<file path="src/logic/eip_pkg.sv">
package eip_pkg;

  // number of maskable external request lines
  localparam int unsigned EIP_NUM_IRQ = 4;

  // vector addresses presented on the low address lines during acknowledge
  localparam logic [15:0] EIP_VEC_BASE  = 16'hFFC0;
  localparam logic [15:0] EIP_VEC_STEP  = 16'h0004;
  localparam logic [15:0] EIP_VEC_NMI   = 16'hFF88;

  // cycles the acknowledge stays asserted while the vector is fetched
  localparam logic [1:0]  EIP_ACK_CYCLES = 2'h2;

  // reset values
  localparam logic [3:0]  EIP_FLAGS_RST = 4'h0;
  localparam logic [15:0] EIP_ADDR_RST  = 16'h0000;

  // source of an accepted request
  typedef struct packed {
    logic        is_nmi;
    logic [1:0]  line;
  } eip_src_t;

  // acknowledge bus towards the core and address pins
  typedef struct packed {
    logic        ack;
    logic        ack_oe_n;
    logic [15:0] vec_addr;
  } eip_ack_t;

endpackage : eip_pkg

</file>
<file path="src/logic/eip_top.sv">
// Operation
// - acknowledge high while vector address presented
// - float low forces acknowledge high impedance
// - four lines prioritized, per-line and global mask
// - flag register shows pending lines always
// - non-maskable request ignores both masks
// - non-maskable request uses its own vector
`timescale 1ns/1ps
`default_nettype none
module eip_top
  import eip_pkg::*;
(
  // clock and reset
  input  wire logic        SYS_CLK,
  input  wire logic        RESET,
  // request inputs, active low
  input  wire logic [3:0]  IRQ_LINES_N,
  input  wire logic        NMI_N,
  // masks and flag clear
  input  wire logic [3:0]  IRQ_MASK,
  input  wire logic        GLOBAL_MASK,
  input  wire logic [3:0]  FLAG_CLEAR,
  // core handshake
  input  wire logic        CORE_READY,
  // output float control, active low
  input  wire logic        FLOAT_N,
  // status
  output logic [3:0]       IRQ_FLAGS,
  output logic             NMI_PENDING,
  // acknowledge pin as two signals, and vector address
  output logic             IRQ_ACK_O,
  output logic             IRQ_ACK_OE_N,
  output logic [15:0]      VEC_ADDR
);

  // sequencer states, one bit so no code is left illegal
  typedef enum logic {ST_IDLE, ST_ACK} eip_state_t;

  eip_state_t  state_reg, state_next;
  logic [3:0]  flags_reg, flags_next;
  logic [3:0]  lines_reg;
  logic        nmi_in_reg, nmi_pend_reg, nmi_pend_next;
  logic [1:0]  cnt_reg, cnt_next;
  eip_src_t    src_reg, src_next;
  eip_ack_t    ack_reg, ack_next;
  logic        win_any;
  logic [1:0]  win_idx;
  logic [3:0]  enabled;
  logic        nmi_edge;

  // input sampling registers
  always_ff @(posedge SYS_CLK) begin
    if (RESET) begin
      lines_reg  <= 4'hF;
      nmi_in_reg <= 1'b1;
    end else begin
      lines_reg  <= IRQ_LINES_N;
      nmi_in_reg <= NMI_N;
    end
  end

  // falling edge of the non-maskable request
  assign nmi_edge = nmi_in_reg & ~NMI_N;

  assign enabled = flags_reg & IRQ_MASK & {4{~GLOBAL_MASK}};

  eip_prio u_prio (
    .req (enabled),
    .any (win_any),
    .idx (win_idx)
  );

  // next state of flags, sequencer and acknowledge
  always_comb begin
    flags_next    = flags_reg;
    nmi_pend_next = nmi_pend_reg;
    state_next    = state_reg;
    cnt_next      = cnt_reg;
    src_next      = src_reg;
    ack_next      = ack_reg;
    flags_next    = flags_next & ~FLAG_CLEAR;
    unique case (state_reg)
      ST_IDLE: begin
        ack_next.ack = 1'b0;
        if (nmi_pend_reg && CORE_READY) begin
          nmi_pend_next     = 1'b0;
          src_next          = '{is_nmi: 1'b1, line: 2'h0};
          ack_next.vec_addr = EIP_VEC_NMI;
          ack_next.ack      = 1'b1;
          cnt_next          = EIP_ACK_CYCLES - 2'h1;
          state_next        = ST_ACK;
        end else if (win_any && CORE_READY) begin
          flags_next[win_idx] = 1'b0;
          src_next          = '{is_nmi: 1'b0, line: win_idx};
          ack_next.vec_addr = EIP_VEC_BASE + (16'(win_idx) * EIP_VEC_STEP);
          ack_next.ack      = 1'b1;
          cnt_next          = EIP_ACK_CYCLES - 2'h1;
          state_next        = ST_ACK;
        end
      end
      ST_ACK: begin
        if (cnt_reg == 2'h0) begin
          ack_next.ack = 1'b0;
          state_next   = ST_IDLE;
        end else begin
          cnt_next = cnt_reg - 2'h1;
        end
      end
    endcase
    // latch pending lines regardless of mask
    flags_next = flags_next | ~lines_reg;
    if (nmi_edge) begin
      nmi_pend_next = 1'b1;
    end
    ack_next.ack_oe_n = ~FLOAT_N;
  end

  // state registers
  always_ff @(posedge SYS_CLK) begin
    if (RESET) begin
      state_reg    <= ST_IDLE;
      flags_reg    <= EIP_FLAGS_RST;
      nmi_pend_reg <= 1'b0;
      cnt_reg      <= 2'h0;
      src_reg      <= '0;
      ack_reg      <= '{ack: 1'b0, ack_oe_n: 1'b1, vec_addr: EIP_ADDR_RST};
    end else begin
      state_reg    <= state_next;
      flags_reg    <= flags_next;
      nmi_pend_reg <= nmi_pend_next;
      cnt_reg      <= cnt_next;
      src_reg      <= src_next;
      ack_reg      <= ack_next;
    end
  end

  // outputs straight from flip-flops
  assign IRQ_FLAGS    = flags_reg;
  assign NMI_PENDING  = nmi_pend_reg;
  assign IRQ_ACK_O    = ack_reg.ack;
  assign IRQ_ACK_OE_N = ack_reg.ack_oe_n;
  assign VEC_ADDR     = ack_reg.vec_addr;

  // checks on float control, masking, flags and the acknowledge sequence
  // float gives high z
  a_ack_float: assert property (@(posedge SYS_CLK) disable iff (RESET)
    !FLOAT_N |=> IRQ_ACK_OE_N)
    else $error("acknowledge driven while float low");

  a_ack_drive: assert property (@(posedge SYS_CLK) disable iff (RESET)
    FLOAT_N |=> !IRQ_ACK_OE_N)
    else $error("acknowledge floated while float high");

  a_ack_len: assert property (@(posedge SYS_CLK) disable iff (RESET)
    $rose(IRQ_ACK_O) |-> IRQ_ACK_O [*2] ##1 !IRQ_ACK_O)
    else $error("acknowledge length wrong");

  a_ack_vec: assert property (@(posedge SYS_CLK) disable iff (RESET)
    IRQ_ACK_O |-> $stable(VEC_ADDR) || $rose(IRQ_ACK_O))
    else $error("vector moved during acknowledge");

  a_src_line: assert property (@(posedge SYS_CLK) disable iff (RESET)
    (IRQ_ACK_O && !src_reg.is_nmi) |->
      VEC_ADDR == EIP_VEC_BASE + EIP_VEC_STEP * 16'(src_reg.line))
    else $error("line vector does not match source");

  a_mask_block: assert property (@(posedge SYS_CLK) disable iff (RESET)
    (state_reg == ST_IDLE && GLOBAL_MASK && !nmi_pend_reg) |=> !IRQ_ACK_O)
    else $error("masked request acknowledged");

  a_prio_pick: assert property (@(posedge SYS_CLK) disable iff (RESET)
    ($rose(IRQ_ACK_O) && !src_reg.is_nmi) |->
      ((($past(enabled) >> src_reg.line) & 4'h1) == 4'h1) &&
      (($past(enabled) & ((4'h1 << src_reg.line) - 4'h1)) == 4'h0))
    else $error("wrong line acknowledged");

  a_flag_set: assert property (@(posedge SYS_CLK) disable iff (RESET)
    (!lines_reg[0]) |=> IRQ_FLAGS[0])
    else $error("pending line not flagged");

  a_nmi_latch: assert property (@(posedge SYS_CLK) disable iff (RESET)
    (nmi_in_reg && !NMI_N) |=> NMI_PENDING)
    else $error("nmi request lost");

  a_nmi_take: assert property (@(posedge SYS_CLK) disable iff (RESET)
    (state_reg == ST_IDLE && nmi_pend_reg && CORE_READY) |=> IRQ_ACK_O)
    else $error("nmi not accepted");

  a_nmi_vec: assert property (@(posedge SYS_CLK) disable iff (RESET)
    (state_reg == ST_IDLE && nmi_pend_reg && CORE_READY) |=> VEC_ADDR == EIP_VEC_NMI)
    else $error("nmi vector wrong");

  a_src_nmi: assert property (@(posedge SYS_CLK) disable iff (RESET)
    (IRQ_ACK_O && src_reg.is_nmi) |-> VEC_ADDR == EIP_VEC_NMI)
    else $error("nmi source with line vector");

  a_flag_hold: assert property (@(posedge SYS_CLK) disable iff (RESET)
    (IRQ_FLAGS[1] && !FLAG_CLEAR[1] && state_reg == ST_ACK) |=> IRQ_FLAGS[1])
    else $error("flag dropped without clear");

  a_flag_clear: assert property (@(posedge SYS_CLK) disable iff (RESET)
    (FLAG_CLEAR[0] && lines_reg[0]) |=> !IRQ_FLAGS[0])
    else $error("flag kept after clear");

endmodule : eip_top
`default_nettype wire

</file>
<file path="src/logic/eip_prio.sv">
`timescale 1ns/1ps
`default_nettype none
module eip_prio
  import eip_pkg::*;
(
  // requests, already masked
  input  wire logic [3:0] req,
  // winner
  output logic            any,
  output logic [1:0]      idx
);

  // lowest numbered line wins
  always_comb begin
    any = 1'b0;
    idx = 2'h0;
    for (int i = EIP_NUM_IRQ - 1; i >= 0; i--) begin
      if (req[i]) begin
        any = 1'b1;
        idx = 2'(i);
      end
    end
  end

endmodule : eip_prio
`default_nettype wire

</file>
<file path="config.mk">
export PLATFORM = sky130hd
export DESIGN_NAME = eip_top
export DESIGN_NICKNAME = d
export VERILOG_FILES = /design/src/logic/eip_pkg.sv /design/src/logic/eip_top.sv /design/src/logic/eip_prio.sv
export SDC_FILE = /design/constraint.sdc
export NUM_CORES = 1
export LEC_CHECK = 0
export ABC_AREA = 1
export BUFFER_PORTS_ARGS = -buffer_cell sky130_fd_sc_hd__buf_2
export CORE_MARGIN = 2
export CORE_UTILIZATION = 47
export CTS_BUF_LIST = sky130_fd_sc_hd__clkbuf_4
export DETAILED_ROUTE_END_ITERATION = 10
export GPL_TIMING_DRIVEN = 1
export PLACE_DENSITY = 0.8
export RECOVER_POWER = 100
export SETUP_SLACK_MARGIN = 0.02
export SLEW_MARGIN = 5
export SYNTH_ARGS = -nofsm -noshare
export SYNTH_HDL_FRONTEND = slang
export SYNTH_SLANG_ARGS = --single-unit
</file>
<file path="constraint.sdc">
create_clock -name SYS_CLK -period 1.7 [get_ports SYS_CLK]
set_clock_uncertainty 0.05 [all_clocks]
set_input_delay 0.34 -clock SYS_CLK [delete_from_list [all_inputs] [get_ports SYS_CLK]]
set_output_delay 0.34 -clock SYS_CLK [all_outputs]
set_load 0.02 [all_outputs]
</file>
==> results.json, run 1 <==
{
  "status": "complete, no violations",
  "tightestPinTransition_ps": 684,
  "drive_gt1_frac": 0.232,
  "cts_tree": "done",
  "syn-cell-area_um2": 872,
  "min_period_ps": 1410,
  "place_area_um2": 1000,
  "path_clk_slew_ps": 100,
  "clk_latency_ps": 290,
  "post_cts_buffers": 0,
  "grt-ovfl-total": 0,
  "fmax_mhz": 709,
  "hp-start": "FLOAT_N",
  "grt_pass1_vias": 617,
  "crit_path_end_kind": "output pin",
  "ant_nets": 0,
  "fin_nets": 158,
  "hold_depth": 2,
  "syn-instance-count": 108,
  "p_per_area_nw_per_um2": 905,
  "wl_per_cell_um": 9.89,
  "ys_warn_count": 0,
  "area_delta_synth_final_pct": 12.8,
  "drt_pass1_iterations": 4,
  "synth_top_cell_area_share": 0.436,
  "synth_cell_types": 22,
  "finalCritPeriodShare": 0.830,
  "synth_area_leader_cell": "dfxtp_1",
  "r2r_cells": 6,
  "antenna_found_initial": 0,
  "htreeDepth": 1,
  "dp_cells": 159,
  "critPathMaxFanout": 10,
  "via_per_inst": 4.64,
  "p_leak_nw": 0.451,
  "max_stage_delay_ps": 470,
  "fin_util": 0.570,
  "start_util": 0.505,
  "dp.final_hpwl_mm": 1.23,
  "die_h_um": 47.1,
  "cts-root-buf": "clkbuf_4",
  "drt_wl_total_mm": 1.61,
  "cts.sinks": 19,
  "grt_util_all_layers": 0.152,
  "clk_path_buf_depth": 2,
  "cp.required_ps": 1310,
  "worstPathCellList": "clkbuf_1",
  "final_max_slew_viol_count": 0,
  "design_area_um2": 983,
  "nFillCells": 176,
  "drt_iter0_drc": 17,
  "portBuffers": 36,
  "crit_buf_inv": 1,
  "drc_errors": 0,
  "worst_hold_path_type": "in -> reg",
  "num_io_pins": 41,
  "synth_seq_cells": 19,
  "n_antenna_cell": 0,
  "yosysSeqAreaShare": 0.436,
  "r2r-end": "IRQ_FLAGS[3]$_SDFF_PP0_",
  "cp_top_family": "flip-flops",
  "cts_resized": 0,
  "fin_cells": 163,
  "cts_buffers": 3,
  "rsz0062_at_grt": "no",
  "worst_ir_drop_vdd_mv": 0.658,
  "grt_max_degree": 18,
  "fp-row-count": 15,
  "die_w_um": 47.1,
  "max_slew_margin": 0.544,
  "crit_type": "reg -> out",
  "avgSynthCellArea_um2": 8.07,
  "coreArea_um2": 1730,
  "grt_pass1_wl_mm": 2.39,
  "drv_cap": 0,
  "hold_viol_final": 0,
  "die_area_um2": 2220,
  "crit_arrival_ps": 1020,
  "tns_ps": 0,
  "r2r-start": "state_reg$_SDFF_PP0_",
  "ys_top_cells_by_area": "dfxtp_1 44%, buf_4 10%, nand2_1 6.9%, a21oi_1 5.2%, inv_1 4.7%",
  "r2r_slack_ps": 310,
  "gp_congestion": 0.761,
  "vias": 757,
  "cts_hold_buf": 0,
  "setup_viol": 0,
  "crit_path_start_kind": "flop",
  "min_to": "IRQ_ACK_OE_N$_SDFF_PP1_",
  "crit_slowest_cell": "dfxtp_1"
}
## metrics by stage
| stage | hold WS [ps] | power (mW) | setup WS, ps |
|---|---|---|---|
| 6_report | 154 | 0.890 | 289 |
| 5_1_grt | 140 | 0.933 | 169 |
| 4_1_cts | 149 | 0.911 | 325 |
| 3_5_place_dp | 345 | 0.676 | 362 |
| 3_3_place_gp | 340 | 0.671 | 408 |
| 2_1_floorplan | 339 | 0.643 | 452 |
## cells by family (layout without fill, tap and decap cells)
group	after synthesis	count (layout)	synth area share
buf+inv	27	54	0.168
fa+ha+maj	1	1	0.0143
flops	19	19	0.436
compound gates	14	14	0.0918
simple gates	46	46	0.286
other cells	1	4	0.00430
## synthesized netlist by cell type
cell type  count
a21oi_1        9
nand3_1        7
nand3_2        2
nand2_1       16
o32ai_1        1
inv_2          3
nand3b_1       2
dfxtp_1       19
o31ai_1        1
nand2_2        1
inv_1         11
buf_4         12
nor2_1         6
nor2_4         2
nand2_4        1
or2_2          6
o21ai_1        2
conb_1         1
ha_1           1
clkbuf_1       1
nor2_2         3
a21oi_2        1
## placed cells by master, fill, tap and decap left out
cell type and n:
nor2_2 1, a21oi_2 1, nor2_1 8, o31ai_1 1, nand2_1 17, or2_2 6, nand3_1 9, clkbuf_1 20
nand3b_1 2, buf_2 16, o21ai_0 2, inv_1 13, o32ai_1 1, nand2_2 1, inv_2 1, a21oi_1 9
conb_1 4, nor2_4 2, dfxtp_1 19, ha_1 1, clkbuf_4 4
## cell type report
class                           instances  area, um2  area share
Clock buffer                            4       30.0      0.0305
Inverter                               14       52.6      0.0534
Multi-Input combinational cell         65        334       0.340
Timing Repair Buffer                   36        155       0.158
Tap cell                               25       31.3      0.0318
Sequential cell                        19        380       0.387
## report_power, final
part	switching [mW]	internal, mW
Sequential	0.0164	0.471
Clock	0.132	0.107
Combinational	0.112	0.0521
Total	0.260	0.630
## layer usage
| metal | track usage | vias up | routed length [um] |
|---|---|---|---|
| li1 | - | 382 | - |
| met1 | 0.164 | 337 | 685 |
| met2 | 0.279 | 36 | 768 |
| met3 | 0.0269 | 2 | 139 |
| met4 | 0.0778 | 0 | 19 |
| met5 | 0 | - | 0 |
## how the worst max path moves through the flow
stage                               from                         to  depth (start not counted)
2_1_floorplan    cnt_reg[0]$_SDFFE_PP0P_    cnt_reg[1]$_SDFFE_PP0P_                          6
3_3_place_gp     cnt_reg[0]$_SDFFE_PP0P_    cnt_reg[1]$_SDFFE_PP0P_                          6
3_5_place_dp     cnt_reg[0]$_SDFFE_PP0P_    cnt_reg[1]$_SDFFE_PP0P_                          6
4_1_cts          cnt_reg[0]$_SDFFE_PP0P_    cnt_reg[1]$_SDFFE_PP0P_                          6
5_1_grt          IRQ_FLAGS[1]$_SDFF_PP0_  VEC_ADDR[14]$_SDFFE_PP0P_                          8
6_report       VEC_ADDR[14]$_SDFFE_PP0P_               VEC_ADDR[13]                          1
Power figures use the tool's default switching activity.
==> inputs of run 2 (changes only) <==
Clock period 1.7 ns to 1.4 ns, I/O delays scaled along.
==> run 2 against run 1 <==
Net effect:
- global-route usage grew 0.70 points
- via count decreased by 3.4%
- combinational power is 27% higher
- die area stayed put
- core utilization increased by 1.7 points
- sequential cell count unchanged
- register-to-register slack got worse by 220 ps
- total power up 23%
- hold slack worse by 49 ps
- sequential share of layout area down 0.85 points
- first-iteration DRC count up 5.9%
- worst setup slack got worse by 200 ps
==> results.json, run 2 (synthesis results as in run 1) <==
{
  "status": "complete, no violations",
  "crit_end": "cnt_reg[1]$_SDFFE_PP0P_",
  "p_sw_frac": 0.291,
  "final_max_slew_viol_count": 0,
  "internal-power_uw": 774,
  "n_antenna_cell": 0,
  "mostFrequentLayoutCell": "buf_2",
  "tightestPinTransition_ps": 709,
  "grt_pass1_wl_mm": 2.46,
  "min_period_ps": 1310,
  "r2r-end": "cnt_reg[1]$_SDFFE_PP0P_",
  "grt_max_degree": 18,
  "grt_use_met1": 0.192,
  "grt_util_all_layers": 0.159,
  "portBuffers": 36,
  "met3_usage": 0.0231,
  "dp_cells": 159,
  "hold_viol_final": 0,
  "gp_congestion": 0.733,
  "drv_cap": 0,
  "coreArea_um2": 1730,
  "grt-ovfl-total": 0,
  "path_clk_slew_ps": 110,
  "place_ws_ps": 83.7,
  "net-switching-power_uw": 319,
  "critPathMaxFanout": 4,
  "wl_per_cell_um": 9.44,
  "ant_nets": 0,
  "die_area_um2": 2220,
  "crit_path_start": "cnt_reg[0]$_SDFFE_PP0P_",
  "grt_pass1_vias": 622,
  "cts.sinks": 19,
  "setup_viol": 0,
  "antenna_found_initial": 0,
  "die_h_um": 47.1,
  "tns_ps": 0,
  "clk_latency_ps": 290,
  "drt_iter0_drc": 18,
  "cts_tree": "done",
  "worst_hold_path_type": "in -> reg",
  "crit_path_start_kind": "flop",
  "p_per_area_nw_per_um2": 1080,
  "drc_errors": 0,
  "cts_hold_buf": 0,
  "cts_buffers": 3,
  "fin_util": 0.586,
  "vias": 731,
  "fmax_mhz": 764,
  "crit_type": "reg -> reg",
  "start_util": 0.505,
  "fin_ws_ps": 90.6,
  "worst_ir_drop_vdd_mv": 0.514,
  "drt_pass1_iterations": 4,
  "die_w_um": 47.1,
  "most-common-layout-cells": "22 x buf_2, 17 x dfxtp_1, 16 x nand2_1",
  "fp-row-count": 15,
  "num_io_pins": 41,
  "cp.required_ps": 1570,
  "r2r_slack_ps": 90,
  "p_clk_frac": 0.266,
  "dp.final_hpwl_mm": 1.15,
  "place_area_um2": 1000,
  "drive_gt1_frac": 0.341,
  "crit_path_end_kind": "flop",
  "area_delta_synth_final_pct": 16.1,
  "r2r_cells": 6,
  "fin_cells": 163,
  "p_leak_nw": 0.493,
  "htreeDepth": 1,
  "drt_wl_total_mm": 1.54,
  "via_per_inst": 4.48,
  "p_comb_frac": 0.191,
  "finalCritPeriodShare": 0.935,
  "crit_arrival_ps": 1480,
  "r2r-start": "cnt_reg[0]$_SDFFE_PP0P_",
  "use_met2": 0.255,
  "clk_path_buf_depth": 2,
  "power_mw": 1.09,
  "cts-root-buf": "clkbuf_4",
  "fin_nets": 158,
  "pwr-share-seq": 0.542,
  "rsz0062_at_grt": "no",
  "post_cts_buffers": 0,
  "design_area_um2": 1010,
  "whs_ps": 106,
  "max_slew_margin": 0.527,
  "grt.busiest_layer": "met2"
}
run 2: cell types whose count changed in the layout (fill, tap and decap cells not counted), moves of 2 or more:
cell and delta:
clkbuf_1 -9, buf_2 +6, clkbuf_2 +3, dfxtp_1 -2
dfxtp_2 +2
run 2: how the worst min path moves through the flow:
stage | start | to | slack, ps | cells past startpoint
after floorplan | FLOAT_N | IRQ_ACK_OE_N$_SDFF_PP1_ | 300 | 1
after global placement | lines_reg[1]$_SDFF_PP1_ | IRQ_FLAGS[1]$_SDFF_PP0_ | 340 | 1
after detailed placement | lines_reg[3]$_SDFF_PP1_ | IRQ_FLAGS[3]$_SDFF_PP0_ | 340 | 1
after CTS | FLOAT_N | IRQ_ACK_OE_N$_SDFF_PP1_ | 100 | 2
after global routing | FLOAT_N | IRQ_ACK_OE_N$_SDFF_PP1_ | 80 | 2
final | IRQ_LINES_N[0] | lines_reg[0]$_SDFF_PP1_ | 110 | 2
run 2: what timing repair did:
action / CTS / global route
endpoints found under the hold margin: 0 / 0
resized for setup: 0 / 2
setup endpoints to repair: 0 / 1
run 2: layout make-up:
cell class | count | area, um2
Fill cell | 169 | 714
Sequential cell | 19 | 383
Multi-Input combinational cell | 65 | 349
Timing Repair Buffer | 36 | 166
Inverter | 14 | 52.6
Tap cell | 25 | 31.3
Clock buffer | 4 | 30.0
run 2: worst max-delay path, stage by stage, from the launching register on:
cell and delay, ps:
dfxtp_2 340, inv_1 50, ha_1 220, nor2_4 110
inv_2 60, or2_2 280, a21oi_2 130
run 2: power by group through the flow:
stage	sequential (mW)	clock (mW)	combinational (mW)
2_1_floorplan	0.625	0	0.155
3_3_place_gp	0.602	0	0.213
3_5_place_dp	0.604	0	0.217
4_1_cts	0.592	0.301	0.218
5_1_grt	0.597	0.319	0.233
6_report	0.593	0.291	0.209
run 2: per-layer routing:
metal / routed length, um / up-vias
met4: 31 / 0
met2: 737 / 29
li1: - / 384
met1: 672 / 314
met5: 0 / -
met3: 96 / 4
==> inputs of run 3 (changes only) <==
Settings changed: CORE_UTILIZATION 47 to 44, CTS_BUF_LIST sky130_fd_sc_hd__clkbuf_4 to sky130_fd_sc_hd__clkbuf_16, PLACE_DENSITY 0.8 to 0.75.
==> run 3 against run 2 <==
Net effect:
- global-route usage fell by 1.2 points
- maximum frequency hardly changed
- register-to-register slack about the same
- sequential share of layout area decreased by 2.0 points
==> results.json, run 3 (synthesis results as in run 1) <==
{
  "area_delta_synth_final_pct": 22.1,
  "cts-root-buf": "clkbuf_16",
  "tightestPinTransition_ps": 649,
  "grt_pass1_wl_mm": 2.70,
  "portBuffers": 36,
  "grt_max_degree": 18,
  "net-switching-power_uw": 336,
  "final_max_slew_viol_count": 0,
  "worst_hold_path_type": "in -> reg",
  "design_area_um2": 1060,
  "hold_viol_final": 0,
  "path_clk_slew_ps": 50,
  "antenna_found_initial": 0,
  "crit_type": "reg -> reg",
  "p_per_area_nw_per_um2": 1280,
  "crit_slowest_cell": "dfxtp_1",
  "mostFrequentLayoutCell": "dfxtp_1",
  "n_antenna_cell": 0,
  "die_area_um2": 2350,
  "num_io_pins": 41,
  "grt_pass1_vias": 655,
  "status": "complete, no violations",
  "cp.required_ps": 1520,
  "drive_gt1_frac": 0.295,
  "p_clk_frac": 0.410,
  "cts_tree": "done",
  "cts.sinks": 19,
  "max_slew_margin": 0.567,
  "critPathMaxFanout": 4,
  "htreeDepth": 1,
  "min_period_ps": 1310,
  "vias": 733,
  "start_util": 0.454,
  "grt-ovfl-total": 0,
  "finalCritPeriodShare": 0.936,
  "fin_ws_ps": 89.4,
  "r2r_slack_ps": 90,
  "ant_nets": 0,
  "place_ws_ps": 87.2,
  "drt_wl_total_mm": 1.54,
  "worst_ir_drop_vdd_mv": 0.787,
  "pwr-share-seq": 0.438,
  "p_comb_frac": 0.153,
  "worstPathCellList": "inv_1 -> ha_1 -> nor2_4 -> inv_2 -> or2_2 -> a21oi_1",
  "crit_arrival_ps": 1430,
  "drt_pass1_iterations": 4,
  "cts_hold_buf": 0,
  "cts_buffers": 3,
  "drt_iter0_drc": 6,
  "die_w_um": 48.5,
  "dp.final_hpwl_mm": 1.19,
  "wl_per_cell_um": 9.27,
  "crit_path_start_kind": "flop",
  "drc_errors": 0,
  "clk_path_buf_depth": 2,
  "p_leak_nw": 0.504,
  "via_per_inst": 4.42,
  "fp-row-count": 16,
  "grt_util_all_layers": 0.147,
  "fin_nets": 159,
  "most-common-layout-cells": "18 x dfxtp_1, 16 x nand2_1, 16 x buf_2, 16 x clkbuf_1, 13 x inv_1",
  "coreArea_um2": 1920,
  "place_area_um2": 1000,
  "die_h_um": 48.5,
  "p_sw_frac": 0.248,
  "max_stage_delay_ps": 330,
  "internal-power_mw": 1.02,
  "rsz0062_at_grt": "no",
  "setup_viol": 0,
  "clk_latency_ps": 240,
  "fmax_mhz": 763,
  "crit_path_end_kind": "flop",
  "nFillCells": 196,
  "drv_cap": 0,
  "tns_ps": 0,
  "gp_congestion": 0.739
}
[run 3: changes by cell type in the layout (fill, tap and decap cells not counted), sizes merged]
| cell | previous run | this run |
|---|---|---|
| clkbuf | 18 | 23 |
| inv | 14 | 15 |
| buf | 22 | 17 |
[run 3: worst max-delay path: cells and delay by family (launching register included)]
kind	cells	cell delay [ps]
and+or+nand+nor	2	380
DFF	1	330
adders and majority gates	1	220
AOI/OAI and AO/OA	1	130
buffers and inverters	2	120
[run 3: path summary, 6_finish.rpt]
check | startpoint | to | cells past startpoint
worst max-delay path | cnt_reg[0]$_SDFFE_PP0P_ | cnt_reg[1]$_SDFFE_PP0P_ | 6
worst min-delay path | FLOAT_N | IRQ_ACK_OE_N$_SDFF_PP1_ | 2
worst max register to register | cnt_reg[0]$_SDFFE_PP0P_ | cnt_reg[1]$_SDFFE_PP0P_ | 6
worst min register to register | lines_reg[0]$_SDFF_PP1_ | IRQ_FLAGS[0]$_SDFF_PP0_ | 1
[run 3: area by class of cell]
cell class                 count  area, um2  share of cell area
clock inverter                 1       3.75             0.00353
sequential                    19        382               0.358
multi-input combinational     65        350               0.329
inverter                      14       52.6              0.0494
clock buffer                   3       75.1              0.0705
tap                           27       33.8              0.0317
timing repair buffer          37        168               0.157
[run 3: timing repair]
action | CTS | global route
setup buffers | 0 | 1
gates resized for setup | 0 | 1
endpoints found under the setup margin | 0 | 1
hold endpoints to repair | 0 | 0
[run 3: power groups by stage]
| stage | registers (mW) | clock network, mW | logic [mW] |
|---|---|---|---|
| 5_1_grt | 0.598 | 0.595 | 0.230 |
| 4_1_cts | 0.593 | 0.574 | 0.218 |
| 6_report | 0.594 | 0.557 | 0.207 |
| 3_5_place_dp | 0.604 | 0 | 0.217 |
| 2_1_floorplan | 0.625 | 0 | 0.155 |
| 3_3_place_gp | 0.603 | 0 | 0.213 |
[run 3: metrics by stage]
stage / util / cells / total power, mW / hold slack (ps)
2_1_floorplan: - / 111 / 0.781 / 299
4_1_cts: 0.563 / 165 / 1.39 / 142
3_5_place_dp: 0.522 / 161 / 0.821 / 346
5_1_grt: 0.554 / 166 / 1.42 / 145
6_report: 0.554 / 166 / 1.36 / 142
3_3_place_gp: 0.522 / 161 / 0.815 / 345
[run 3: metal layers]
layer / vias to the layer above / track usage / wire, um / share of wire
met5: - / 0 / 0 / 0
met4: 0 / 0.0857 / 31 / 0.020
met3: 4 / 0.0401 / 110 / 0.071
met2: 31 / 0.250 / 745 / 0.48
met1: 312 / 0.165 / 652 / 0.42
li1: 386 / - / - / -
